`src/pt_pkg.sv`:
```
`default_nettype none
package pt_pkg;
  // Register bus shape
  localparam int PT_DATA_W = 16;
  localparam int PT_ADDR_W = 3;

  // Register indices
  localparam logic [PT_ADDR_W-1:0] PT_OFF_LOW_CTRL  = 3'h0;
  localparam logic [PT_ADDR_W-1:0] PT_OFF_HIGH_CTRL = 3'h1;
  localparam logic [PT_ADDR_W-1:0] PT_OFF_LOW_PER   = 3'h2;
  localparam logic [PT_ADDR_W-1:0] PT_OFF_HIGH_PER  = 3'h3;
  localparam logic [PT_ADDR_W-1:0] PT_OFF_LOW_CNT   = 3'h4;
  localparam logic [PT_ADDR_W-1:0] PT_OFF_HIGH_CNT  = 3'h5;
  localparam logic [PT_ADDR_W-1:0] PT_OFF_IRQ_CTRL  = 3'h6;

  // Control register fields
  localparam int PT_BIT_RUN    = 15;
  localparam int PT_BIT_IDLE   = 13;
  localparam int PT_BIT_GATE   = 6;
  localparam int PT_BIT_PS_LSB = 4;
  localparam int PT_BIT_JOIN   = 3;
  localparam int PT_BIT_CKS    = 1;
  localparam logic [PT_DATA_W-1:0] PT_LOW_CTRL_MASK  = 16'ha07a;
  localparam logic [PT_DATA_W-1:0] PT_HIGH_CTRL_MASK = 16'ha072;

  // Interrupt control register fields
  localparam int PT_BIT_FLAG_LOW  = 0;
  localparam int PT_BIT_FLAG_HIGH = 1;
  localparam int PT_BIT_EN_LOW    = 2;
  localparam int PT_BIT_EN_HIGH   = 3;
  localparam int PT_PRI_LOW_LSB   = 4;
  localparam int PT_PRI_HIGH_LSB  = 8;
  localparam int PT_PRI_W         = 3;
  localparam logic [PT_DATA_W-1:0] PT_IRQ_RW_MASK = 16'h077c;

  // Values after reset
  localparam logic [PT_DATA_W-1:0] PT_CTRL_RST = 16'h0000;
  localparam logic [PT_DATA_W-1:0] PT_PER_RST  = 16'hffff;
  localparam logic [PT_DATA_W-1:0] PT_CNT_RST  = 16'h0000;
  localparam logic [PT_DATA_W-1:0] PT_IRQ_RST  = 16'h0000;

  // Prescaler terminal counts (ratio minus one)
  localparam int PT_PS_TERM_1   = 0;
  localparam int PT_PS_TERM_8   = 7;
  localparam int PT_PS_TERM_64  = 63;
  localparam int PT_PS_TERM_256 = 255;
endpackage
`default_nettype wire

```
`src/pt_paired_timer.sv`:
```
// Design decisions made here: the placing of the registers and the plain strobed port.
`default_nettype none
module pt_paired_timer #(
  parameter bit FIRST_PAIR = 1'b1,
  parameter int PS_CNT_W   = 8
) (
  // Clock and reset
  input  wire logic                           core_clk_i,
  input  wire logic                           reset_i,
  // Register port
  input  wire logic [pt_pkg::PT_ADDR_W-1:0]   reg_addr_i,
  input  wire logic [pt_pkg::PT_DATA_W-1:0]   reg_wdata_i,
  input  wire logic                           reg_wr_i,
  input  wire logic                           reg_rd_i,
  output logic      [pt_pkg::PT_DATA_W-1:0]   reg_rdata_o,
  // Pins, index 0 low timer, 1 high timer
  input  wire logic [1:0]                     external_count_pin_i,
  input  wire logic [1:0]                     gate_pin_i,
  // Power state from the core clock domain
  input  wire logic                           idle_mode_i,
  // Interrupt requests toward the controller
  output logic      [1:0]                     irq_req_o,
  output logic      [pt_pkg::PT_PRI_W-1:0]    pair_irq_priority_low_o,
  output logic      [pt_pkg::PT_PRI_W-1:0]    pair_irq_priority_o,
  // Time base and converter trigger
  output logic      [pt_pkg::PT_DATA_W-1:0]   tb_count_low_o,
  output logic      [pt_pkg::PT_DATA_W-1:0]   tb_count_high_o,
  output logic      [1:0]                     tb_match_o,
  output logic                                adc_trigger_o,
  output logic                                pair_joined_o
);
  import pt_pkg::*;

  if (PS_CNT_W < 8) begin
    $error("PS_CNT_W must be at least 8");
  end

  function automatic logic [PS_CNT_W-1:0] ps_term(input logic [1:0] code);
    unique case (code)
      2'h0: ps_term = PS_CNT_W'(PT_PS_TERM_1);
      2'h1: ps_term = PS_CNT_W'(PT_PS_TERM_8);
      2'h2: ps_term = PS_CNT_W'(PT_PS_TERM_64);
      2'h3: ps_term = PS_CNT_W'(PT_PS_TERM_256);
    endcase
  endfunction

  logic [PT_DATA_W-1:0] low_timer_control_reg;
  logic [PT_DATA_W-1:0] high_timer_control_reg;
  logic [PT_DATA_W-1:0] period_word_reg [2];
  logic [PT_DATA_W-1:0] count_word_reg  [2];
  logic [PT_DATA_W-1:0] irq_ctrl_reg;
  logic [PS_CNT_W-1:0]  ps_count_reg    [2];
  logic [1:0]           ext_meta_reg;
  logic [1:0]           ext_sync_reg;
  logic [1:0]           ext_prev_reg;
  logic [1:0]           gate_meta_reg;
  logic [1:0]           gate_sync_reg;
  logic [1:0]           tb_match_reg;
  logic                 adc_trigger_reg;
  logic [PT_DATA_W-1:0] rdata_reg;

  logic                 joined;
  logic [PT_DATA_W-1:0] eff_ctrl   [2];
  logic [1:0]           run;
  logic [1:0]           raw_tick;
  logic [1:0]           ps_hit;
  logic [1:0]           tick;
  logic [1:0]           match16;
  logic                 match32;
  logic [1:0]           flag_set;
  logic [1:0]           cnt_wr;

  // Pins cross into the core clock through two flops each
  always_ff @(posedge core_clk_i or posedge reset_i) begin
    if (reset_i) begin
      ext_meta_reg  <= 2'h0;
      ext_sync_reg  <= 2'h0;
      ext_prev_reg  <= 2'h0;
      gate_meta_reg <= 2'h0;
      gate_sync_reg <= 2'h0;
    end else begin
      ext_meta_reg  <= external_count_pin_i;
      ext_sync_reg  <= ext_meta_reg;
      ext_prev_reg  <= ext_sync_reg;
      gate_meta_reg <= gate_pin_i;
      gate_sync_reg <= gate_meta_reg;
    end
  end

  assign joined = low_timer_control_reg[PT_BIT_JOIN];
  assign cnt_wr[0] = reg_wr_i && (reg_addr_i == PT_OFF_LOW_CNT);
  assign cnt_wr[1] = reg_wr_i && (reg_addr_i == PT_OFF_HIGH_CNT);

  // Tick generation per timer; in joined mode both use the low timer's setup
  always_comb begin
    for (int i = 0; i < 2; i++) begin
      automatic int src = (joined) ? 0 : i;
      eff_ctrl[i] = (i == 1 && !joined) ? high_timer_control_reg
                                        : low_timer_control_reg;
      // Sleep leaves the core clock running, so only idle can halt
      run[i] = eff_ctrl[i][PT_BIT_RUN] && !(idle_mode_i && eff_ctrl[i][PT_BIT_IDLE])
               && !(i == 1 && joined);
      if (eff_ctrl[i][PT_BIT_CKS]) begin
        // Edges are seen on the synchronised pin only, never asynchronously
        raw_tick[i] = ext_sync_reg[src] && !ext_prev_reg[src];
      end else if (eff_ctrl[i][PT_BIT_GATE]) begin
        raw_tick[i] = gate_sync_reg[src];
      end else begin
        raw_tick[i] = 1'b1;
      end
      // At or past terminal, so lowering the ratio mid-run cannot stall the count
      ps_hit[i] = ps_count_reg[i] >= ps_term(eff_ctrl[i][PT_BIT_PS_LSB +: 2]);
      tick[i]   = run[i] && raw_tick[i] && ps_hit[i];
      match16[i] = count_word_reg[i] == period_word_reg[i];
    end
  end

  assign match32 = {count_word_reg[1], count_word_reg[0]} ==
                   {period_word_reg[1], period_word_reg[0]};

  // Prescalers restart from zero whenever their timer is stopped
  always_ff @(posedge core_clk_i or posedge reset_i) begin
    if (reset_i) begin
      ps_count_reg[0] <= '0;
      ps_count_reg[1] <= '0;
    end else begin
      for (int i = 0; i < 2; i++) begin
        if (!run[i]) begin
          ps_count_reg[i] <= '0;
        end else if (raw_tick[i]) begin
          ps_count_reg[i] <= ps_hit[i] ? '0 : ps_count_reg[i] + 1'b1;
        end
      end
    end
  end

  // Counters; a software write to a count word wins over a tick
  always_ff @(posedge core_clk_i or posedge reset_i) begin
    if (reset_i) begin
      count_word_reg[0] <= PT_CNT_RST;
      count_word_reg[1] <= PT_CNT_RST;
    end else if (joined) begin
      if (cnt_wr[0] || cnt_wr[1]) begin
        if (cnt_wr[0]) begin
          count_word_reg[0] <= reg_wdata_i;
        end
        if (cnt_wr[1]) begin
          count_word_reg[1] <= reg_wdata_i;
        end
      end else if (tick[0]) begin
        if (match32) begin
          count_word_reg[0] <= PT_CNT_RST;
          count_word_reg[1] <= PT_CNT_RST;
        end else begin
          {count_word_reg[1], count_word_reg[0]} <=
            {count_word_reg[1], count_word_reg[0]} + 32'h1;
        end
      end
    end else begin
      for (int i = 0; i < 2; i++) begin
        if (cnt_wr[i]) begin
          count_word_reg[i] <= reg_wdata_i;
        end else if (tick[i]) begin
          count_word_reg[i] <= match16[i] ? PT_CNT_RST : count_word_reg[i] + 16'h1;
        end
      end
    end
  end

  // Joined match is reported on the high timer's flag only
  assign flag_set[0] = !joined && tick[0] && match16[0];
  assign flag_set[1] = joined ? (tick[0] && match32)
                              : (tick[1] && match16[1]);

  // Register writes; flags clear by writing one, a same-cycle set wins
  always_ff @(posedge core_clk_i or posedge reset_i) begin
    if (reset_i) begin
      low_timer_control_reg  <= PT_CTRL_RST;
      high_timer_control_reg <= PT_CTRL_RST;
      period_word_reg[0]     <= PT_PER_RST;
      period_word_reg[1]     <= PT_PER_RST;
      irq_ctrl_reg           <= PT_IRQ_RST;
    end else begin
      if (reg_wr_i) begin
        unique case (reg_addr_i)
          PT_OFF_LOW_CTRL:  low_timer_control_reg  <= reg_wdata_i & PT_LOW_CTRL_MASK;
          PT_OFF_HIGH_CTRL: high_timer_control_reg <= reg_wdata_i & PT_HIGH_CTRL_MASK;
          PT_OFF_LOW_PER:   period_word_reg[0]     <= reg_wdata_i;
          PT_OFF_HIGH_PER:  period_word_reg[1]     <= reg_wdata_i;
          default: ;
        endcase
      end
      for (int i = 0; i < 2; i++) begin
        if (flag_set[i]) begin
          irq_ctrl_reg[PT_BIT_FLAG_LOW + i] <= 1'b1;
        end else if (reg_wr_i && reg_addr_i == PT_OFF_IRQ_CTRL && reg_wdata_i[PT_BIT_FLAG_LOW + i]) begin
          irq_ctrl_reg[PT_BIT_FLAG_LOW + i] <= 1'b0;
        end
      end
      if (reg_wr_i && reg_addr_i == PT_OFF_IRQ_CTRL) begin
        irq_ctrl_reg[PT_DATA_W-1:2] <= reg_wdata_i[PT_DATA_W-1:2] & PT_IRQ_RW_MASK[PT_DATA_W-1:2];
      end
    end
  end

  // Read data stands for the one cycle after the strobe; unmapped reads zero
  always_ff @(posedge core_clk_i or posedge reset_i) begin
    if (reset_i) begin
      rdata_reg <= '0;
    end else if (reg_rd_i) begin
      unique case (reg_addr_i)
        PT_OFF_LOW_CTRL:  rdata_reg <= low_timer_control_reg;
        PT_OFF_HIGH_CTRL: rdata_reg <= high_timer_control_reg;
        PT_OFF_LOW_PER:   rdata_reg <= period_word_reg[0];
        PT_OFF_HIGH_PER:  rdata_reg <= period_word_reg[1];
        PT_OFF_LOW_CNT:   rdata_reg <= count_word_reg[0];
        PT_OFF_HIGH_CNT:  rdata_reg <= count_word_reg[1];
        PT_OFF_IRQ_CTRL:  rdata_reg <= irq_ctrl_reg;
        default:          rdata_reg <= '0;
      endcase
    end else begin
      rdata_reg <= '0;
    end
  end

  // Consumers see match pulses and counts only on the first pair
  always_ff @(posedge core_clk_i or posedge reset_i) begin
    if (reset_i) begin
      tb_match_reg    <= 2'h0;
      adc_trigger_reg <= 1'b0;
    end else begin
      tb_match_reg[0] <= FIRST_PAIR && tick[0] && (joined ? match32 : match16[0]);
      tb_match_reg[1] <= FIRST_PAIR && flag_set[1];
      adc_trigger_reg <= FIRST_PAIR && joined && tick[0] && match32;
    end
  end

  assign reg_rdata_o             = rdata_reg;
  assign tb_count_low_o          = FIRST_PAIR ? count_word_reg[0] : '0;
  assign tb_count_high_o         = FIRST_PAIR ? count_word_reg[1] : '0;
  assign tb_match_o              = tb_match_reg;
  assign adc_trigger_o           = adc_trigger_reg;
  assign pair_joined_o           = joined;
  assign irq_req_o[0]            = irq_ctrl_reg[PT_BIT_FLAG_LOW] && irq_ctrl_reg[PT_BIT_EN_LOW];
  assign irq_req_o[1]            = irq_ctrl_reg[PT_BIT_FLAG_HIGH] && irq_ctrl_reg[PT_BIT_EN_HIGH];
  assign pair_irq_priority_low_o = irq_ctrl_reg[PT_PRI_LOW_LSB +: PT_PRI_W];
  assign pair_irq_priority_o     = irq_ctrl_reg[PT_PRI_HIGH_LSB +: PT_PRI_W];
endmodule
`default_nettype wire

```
`config.mk`:
```
export PLATFORM = sky130hd
export DESIGN_NAME = pt_paired_timer
export DESIGN_NICKNAME = d
export VERILOG_FILES = /design/src/pt_pkg.sv /design/src/pt_paired_timer.sv
export SDC_FILE = /design/constraint.sdc
export NUM_CORES = 1
export LEC_CHECK = 0
export BUFFER_PORTS_ARGS = -buffer_cell sky130_fd_sc_hd__buf_2
export CAP_MARGIN = 30
export CORE_MARGIN = 2
export CORE_UTILIZATION = 45
export CTS_BUF_LIST = sky130_fd_sc_hd__clkbuf_4
export DETAILED_ROUTE_END_ITERATION = 6
export HOLD_SLACK_MARGIN = 0.02
export PLACE_DENSITY_LB_ADDON = 0.25
export SETUP_SLACK_MARGIN = 0.05
export SLEW_MARGIN = 20
export SYNTH_ARGS = -nofsm -noshare
export SYNTH_HDL_FRONTEND = slang
export SYNTH_SLANG_ARGS = --single-unit
```
`constraint.sdc`:
```
create_clock -name core_clk_i -period 5.4 [get_ports core_clk_i]
set_clock_uncertainty 0.05 [all_clocks]
set_input_delay 0.27 -clock core_clk_i [delete_from_list [all_inputs] [get_ports core_clk_i]]
set_output_delay 0.27 -clock core_clk_i [all_outputs]
set_load 0.02 [all_outputs]
```
==> results of run 1 <==
## cell usage after synthesis, drive strengths merged (6+ instances only)
cell,number,area [µm²]
nand3,32,160
nor4,6,58.8
mux2i,8,80.1
nor2b,11,68.8
nand2b,12,75.1
clkbuf,25,97.6
buf,41,234
and3,16,100
a32o,6,60.1
mux2,55,619
and2,9,56.3
dfrtp,100,2500
xnor2,35,307
a211oi,7,52.6
nor2,57,219
a31oi,7,43.8
a21oi,58,298
o31ai,18,135
dfstp,32,841
ha,18,225
nand2,71,267
inv,26,97.6
nand4,20,125
o22ai,7,43.8
xor2,26,228
a22o,13,114
a222oi,9,90.1
a31o,7,61.3
a221oi,10,87.6
o21ai,63,315
## path summary, 6_finish.rpt
| path | startpoint | to | slack [ps] | cells past startpoint |
|---|---|---|---|---|
| worst max-delay path | tb_count_high_o[3]$_DFFE_PP0P_ | tb_count_high_o[15]$_DFFE_PP0P_ | 2000 | 7 |
| worst min-delay path | reg_wdata_i[3] | low_timer_control_reg[3]$_DFFE_PP0P_ | 70 | 3 |
| worst max register to register | tb_count_high_o[3]$_DFFE_PP0P_ | tb_count_high_o[15]$_DFFE_PP0P_ | 2000 | 7 |
| worst min register to register | ext_meta_reg[0]$_DFF_PP0_ | ext_sync_reg[0]$_DFF_PP0_ | 310 | 0 |
| max in group asynchronous | reset_i | tb_count_low_o[0]$_DFFE_PP0P_ | 3710 | 4 |
| min in group asynchronous | reset_i | irq_ctrl_reg[4]$_DFFE_PP0P_ | 320 | 3 |
## worst reg2reg max path, stage by stage, from the launching register on
cell and delay (ps):
dfrtp_1 560, xor2_1 210, nor4_1 460, nand4_1 800, nand2_1 710, o21ai_0 230
a21oi_1 180, o22ai_1 100
## what timing repair did
item / 4_1_cts / 5_1_grt
endpoints found under the hold margin: 99 / 0
resized for setup: 0 / 0
hold buffers: 17 / 0
## cell type report
type                            instances  share of cell area [%]
Clock buffer                           19                    1.53
Antenna cell                            1                  0.0269
Tap cell                              229                    3.08
Sequential cell                       132                    36.0
Clock inverter                         12                    2.01
Inverter                               27                    1.14
Multi-Input combinational cell        644                    48.6
Timing Repair Buffer                  117                    7.62
## kinds of logic (layout without fill, tap and decap cells)
| group | count (synthesis) | after routing | share of synthesized area (%) |
|---|---|---|---|
| DFF | 132 | 132 | 40.3 |
| adders and majority gates | 18 | 18 | 2.72 |
| muxes | 67 | 67 | 9.52 |
| other | 0 | 1 | 0 |
| buffers and inverters | 93 | 175 | 5.22 |
| AOI/OAI and AO/OA | 246 | 246 | 20.4 |
| xor gates and xnor gates | 61 | 61 | 6.45 |
| and+or+nand+nor | 252 | 252 | 15.3 |
## per-layer routing
layer  global-route usage (%)  share of wire [%]  vias up  routed length [µm]
li1                         -                  -     3341                   -
met1                     39.2                 44     3602               11300
met5                        0                  0        -                   0
met2                     39.1                 44      411               11200
met3                     6.68                 10       36                2650
met4                     7.84                1.8        0                 461
## where the power goes
| part | total [mW] | switching, mW | internal [mW] | leakage (nW) |
|---|---|---|---|---|
| clock | 0.796 | 0.381 | 0.415 | 0.171 |
| sequential | 1.69 | 0.454 | 1.24 | 1.58 |
| combinational | 1.46 | 0.830 | 0.627 | 2.18 |
| total | 3.95 | 1.67 | 2.28 | 3.94 |
## cell usage in the layout (no fill, tap or decap), types with 32 or more instances in the layout
master / instances
dfrtp_1: 99
buf_2: 88
nand2_1: 71
o21ai_0: 58
a21oi_1: 56
mux2_2: 55
nor2_1: 54
xnor2_1: 35
nand3_1: 32
dfstp_2: 32
## metrics by stage
stage                     instances  power [mW]  utilization (%)  hold WS (ps)
final                          1181        3.95             51.6          70.0
after global routing           1181        4.18             51.6          39.3
after detailed placement       1130        3.12             48.6           286
after CTS                      1178        3.93             51.4          23.2
after global placement         1128        3.11             48.6           286
after floorplan                 869        2.65                -           251
==> impl_metrics.csv, run 1 <==
group,metric,value,unit
outcome,run_status,"finished, violations left",
synth,seq_area_frac_synth,40.3,%
setup_path,cp_max_fo,12,
layout,final_nets,985,
synth,async_reset_ff_share,100,%
synth,syn-num-nets,915,
setup_path,required,5790,ps
setup_path,worstSetupStartpointType,"flip-flop",
timing,slew_violations,0,
synth,synth_enable_flop_cells,0,
die,die_x,140,µm
cts,cts-htree-levels,4,
synth,ys_types,65,
drt,drtIter0Drc,847,
grt,grt_pass1_wl,40600,µm
power_and_ir_drop,leakage,3.94,nW
outcome,violations,"design-rule violations",
layout,multiInputGateArea,4520,µm²
synth,synth-seq-cells,132,
timing,rsz0062_at_grt,"false",
hold_path,min_path_type,"primary input to flip-flop",
layout,nFillCells,1703,
drt,wl_per_cell,21.7,µm
cts,cts-root-buf,"clkbuf_4",
synth,syn-cell-area,8290,µm²
drt,ant_nets,0,
timing,slew_headroom,37.7,%
die,pin_count,88,
power_and_ir_drop,power.density,425,nW/µm²
setup_path,cpMaxStageDelayCell,"nand4_1",
job,max_cap_viol_count,0,
drt,via_per_inst,6.26,
layout,syn2layout_area_growth,12.1,%
grt,grt_pass1_vias,7032,
cts,cts.sinks,132,
place,place_area,8770,µm²
layout,final_area,9290,µm²
setup_path,end_kind,"flip-flop",
grt,grtUsageTotal,26.7,%
setup_path,crit_buf_inv,0,
cts,worstSkewPairLatency,550,ps
die,coreArea,18000,µm²
layout,final_layout_size_suffix_gt1_share,25.8,%
grt,grt_max_degree,73,
setup_path,critPathMaxStageDelay,800,ps
place,hpwlAfterDp,18200,µm
cts,cts_tree,"done",
place,io_buffers,87,
setup_path,crit_arrival,3790,ps
setup_path,path_class,"flip-flop to flip-flop",
die,start_util,46.0,%
cts,clk_pin_slew,120,ps
timing,maxClockFrequency,0.294,GHz
grt,grt-ovfl-total,0,
die,fp.dieH,140,µm
drt,vias,7390,
drt,drcViolationCount,1,
layout,register_area,3340,µm²
synth,synth_ff_type,"dfrtp_1",
setup_path,path_delay_family,"simple AND/OR/NAND/NOR gates",
die,rows,49,
cts,cts_inserted_buffers,17,
cts,cts_setup_buffers,0,
synth,yosysWarningCount,0,
synth,syn_area_per_cell,9.54,µm²
synth,synthCells,869,
layout,largest_reg_flops,32,
timing,setup_violations,0,
timing,fin_ws,2000,ps
cts,cts_max_path_buffers,2,
die,die_area,19500,µm²
grt,antenna_found_initial,1,
drt,drt_first_pass_iters,7,
timing,tns,0,ps
place,gp_congestion,0.901,
place,dp_slack,1850,ps
drt,drt-total-wl,25600,µm
power_and_ir_drop,vdd_drop_max,232,µV
setup_path,crit_chain,"xor2_1 > nor4_1 > nand4_1 > nand2_1 > o21ai_0 > a21oi_1 > o22ai_1",
timing,finalHoldViolations,0,
timing,final.min_clock_period,3400,ps
timing,tightest_slew,932,ps
timing,final.period_utilization,63.0,%
No activity file was read; power rests on OpenSTA's default activity.
==> run 2, diff against run 1 <==
ABC_AREA = 1   (was default)
clock period = 3.2 ns   (was 5.4 ns; I/O delays follow)
==> run 2 against run 1 <==
Net effect: the flow now finishes without violations; synthesized cell count grew 45%; clock-buffer cell count stayed put; die area is 6.6% higher; sequential cell count is the same; synthesized area is 6.8% higher; hold slack better by 7.2 ps; core utilization shrank 0.21 points; register-to-register slack worse by 1500 ps; combinational power increased by 110%; sequential share of layout area fell by 2.4 points; worst setup slack worse by 1500 ps; final cell count rose by 38%; largest cell class unchanged.
==> impl_metrics.csv, run 2 <==
group,metric,value,unit
synth,yosysWarningCount,0,
cts,cts_inserted_buffers,17,
die,die_x,144,µm
die,start_util,45.7,%
timing,fin_ws,533,ps
timing,slew_violations,0,
timing,setup_violations,0,
timing,rsz0062_at_grt,"false",
power_and_ir_drop,power_frac_seq,39.5,%
setup_path,required,3600,ps
synth,syn-cell-area,8860,µm²
grt,grt_max_degree,41,
layout,largest_reg_flops,32,
synth,synth-seq-cells,132,
drt,wl_met3,2510,µm
timing,tightest_slew,873,ps
synth,synth_ff_type,"dfrtp_1",
outcome,run_status,"finished clean",
power_and_ir_drop,power.density,691,nW/µm²
drt,vias,8910,
setup_path,crit_chain,"nor2_1 > inv_1 > ha_1 > o21bai_1 > nand2_1 > nand2_1 > nand2_1 > nand3_1 > nand2_2 > a22oi_4 > inv_2 > nand2_1 > nand2_1",
cts,cts_tree,"done",
grt,grtUsageTotal,29.8,%
synth,synth_top_cells_by_count,"405 x nand2_1, 142 x inv_1, 112 x nand3_1, 100 x dfrtp_1, 93 x o21ai_0",
timing,finalHoldViolations,0,
die,rows,51,
drt,drt-total-wl,29800,µm
synth,yosys-top-cells-area,"dfrtp_1 28%, nand2_1 17%, dfstp_2 9.5%",
synth,ys_types,45,
synth,synthMostInstantiatedCell,"nand2_1",
cts,cts-root-buf,"clkbuf_4",
timing,slew_headroom,41.6,%
drt,wl_per_cell,18.3,µm
synth,async_reset_ff_share,100,%
power_and_ir_drop,p_switching,3.34,mW
drt,via_per_inst,5.47,
drt,drt_first_pass_iters,6,
power_and_ir_drop,p_sw_share,48.5,%
synth,yosysTopAreaCell,"dfrtp_1",
place,place_area,9460,µm²
synth,synthCells,1263,
grt,grt-ovfl-total,0,
setup_path,crit_arrival,3070,ps
grt,grt_pass1_wl,46600,µm
synth,syn-num-nets,1309,
grt,grt_pass1_vias,8141,
place,io_buffers,87,
grt,antenna_found_initial,1,
place,hpwlAfterDp,21800,µm
power_and_ir_drop,leakage,5.03,nW
cts,cts.sinks,132,
timing,final.period_utilization,83.3,%
cts,cts_resized,0,
layout,final_layout_size_suffix_gt1_share,16.1,%
setup_path,end_kind,"flip-flop",
power_and_ir_drop,intPower,3.54,mW
die,die_area,20800,µm²
layout,layout_common_cells,"405 x nand2_1, 141 x inv_1, 112 x nand3_1, 100 x dfrtp_1, 93 x o21ai_0",
power_and_ir_drop,vdd_drop_max,493,µV
setup_path,critPathMaxStageDelay,510,ps
setup_path,cp_max_fo,17,
synth,seq_area_frac_synth,37.8,%
drt,drtIter0Drc,1113,
cts,worstSkewPairLatency,580,ps
layout,syn2layout_area_growth,12.5,%
die,fp.dieH,144,µm
die,pin_count,88,
timing,final.min_clock_period,2670,ps
layout,final_nets,1396,
setup_path,path_delay_family,"simple AND/OR/NAND/NOR gates",
power_and_ir_drop,comb_power_share,45.2,%
setup_path,worstSetupStartpointType,"flip-flop",
setup_path,cpMaxStageDelayCell,"a22oi_4",
timing,tns,0,ps
cts,clk_pin_slew,150,ps
drt,drcViolationCount,0,
setup_path,cp_common_cell,"nand2_1",
cts,cts-htree-levels,4,
drt,met1Wirelength,13000,µm
cts,cts_max_path_buffers,2,
setup_path,path_class,"flip-flop to flip-flop",
synth,synth_top_area_share,28.3,%
synth,syn_area_per_cell,7.01,µm²
timing,maxClockFrequency,0.375,GHz
place,dp_slack,615,ps
job,max_cap_viol_count,0,
power_and_ir_drop,clkPwrFrac,15.4,%
drt,wl_met2,13300,µm
layout,final_common_cell,"nand2_1",
layout,final_area,9960,µm²
drt,top_layer,"met4",
setup_path,crit_buf_inv,2,
synth,synth_enable_flop_cells,0,
drt,ant_nets,0,
layout,fin_util,51.3,%
hold_path,min_path_type,"primary input to flip-flop",
place,gp_congestion,1.01,
die,coreArea,19400,µm²
run 2: cell types whose count changed in the layout (fill, tap and decap cells not counted), moves of 18 or more:
cell and delta:
inv_1 +116, nand3_1 +80, o31ai_1 -18, nor2_1 +27, nand2_1 +334, mux2_2 -55, o21ai_0 +35
run 2: worst paths after layout:
path                       cells past startpoint                                  from                              end  slack [ps]
min in group asynchronous                      3                               reset_i      irq_ctrl_reg[0]$_DFFE_PP0P_         210
setup / recovery                              13  low_timer_control_reg[4]$_DFFE_PP0P_    tb_count_low_o[4]$_DFFE_PP0P_         530
hold / removal                                 4                         reg_addr_i[2]      irq_ctrl_reg[0]$_DFFE_PP0P_          80
hold reg to reg                                0             ext_meta_reg[1]$_DFF_PP0_        ext_sync_reg[1]$_DFF_PP0_         310
setup reg to reg                              13  low_timer_control_reg[4]$_DFFE_PP0P_    tb_count_low_o[4]$_DFFE_PP0P_         530
max in group asynchronous                      4                               reset_i  period_word_reg[18]$_DFFE_PP1P_        1970
run 2: worst register-to-register path: stages, from the launching register on:
cell and delay [ps]:
dfrtp_1 430, nor2_1 190, inv_1 70, ha_1 180, o21bai_1 140, nand2_1 70, nand2_1 60, nand2_1 60
nand3_1 160, nand2_2 140, a22oi_4 510, inv_2 310, nand2_1 130, nand2_1 60
run 2: cells by family (layout without fill, tap and decap cells):
logic type	after synthesis	after routing	synth area share, %
buffers and inverters	219	319	10.6
XOR/XNOR	59	59	5.83
AO/OA/AOI/OAI	198	198	13.0
adder cells (fa/ha/maj)	18	18	2.54
flip-flops	132	132	37.8
AND/OR/NAND/NOR	637	637	30.3
other	0	2	0
run 2: what timing repair did:
action,CTS,global route
endpoints found under the hold margin,108,0
setup buffers,0,0
hold buffers,23,0
run 2: final cells by class:
cell class              instances  area, µm²
fillers                      2047       9440
clock buffers                  19        143
clock inverters                13        104
repair buffers                135        886
inverters                     152        577
well taps                     265        332
flip-flops and latches        132       3340
multi-input cells             912       4570
diodes                          2       5.00
run 2: power groups by stage:
stage,sequential [mW],combinational (mW),clock (mW)
3_5_place_dp,2.72,3.04,0
3_3_place_gp,2.72,3.00,0
6_report,2.71,3.11,1.06
5_1_grt,2.74,3.48,1.15
4_1_cts,2.69,3.08,1.07
2_1_floorplan,2.64,2.07,0
run 2: routing by layer:
| layer | track usage (%) | up-vias |
|---|---|---|
| met4 | 12.1 | 0 |
| li1 | - | 4207 |
| met5 | 0 | - |
| met3 | 3.91 | 78 |
| met1 | 42.6 | 4158 |
| met2 | 45.8 | 467 |
run 2: per-stage QoR:
stage	instances	hold slack, ps	total power [mW]
2_1_floorplan	1263	141	4.71
3_3_place_gp	1572	219	5.72
3_5_place_dp	1572	222	5.76
4_1_cts	1627	42.6	6.83
5_1_grt	1630	67.7	7.37
6_report	1630	77.3	6.88
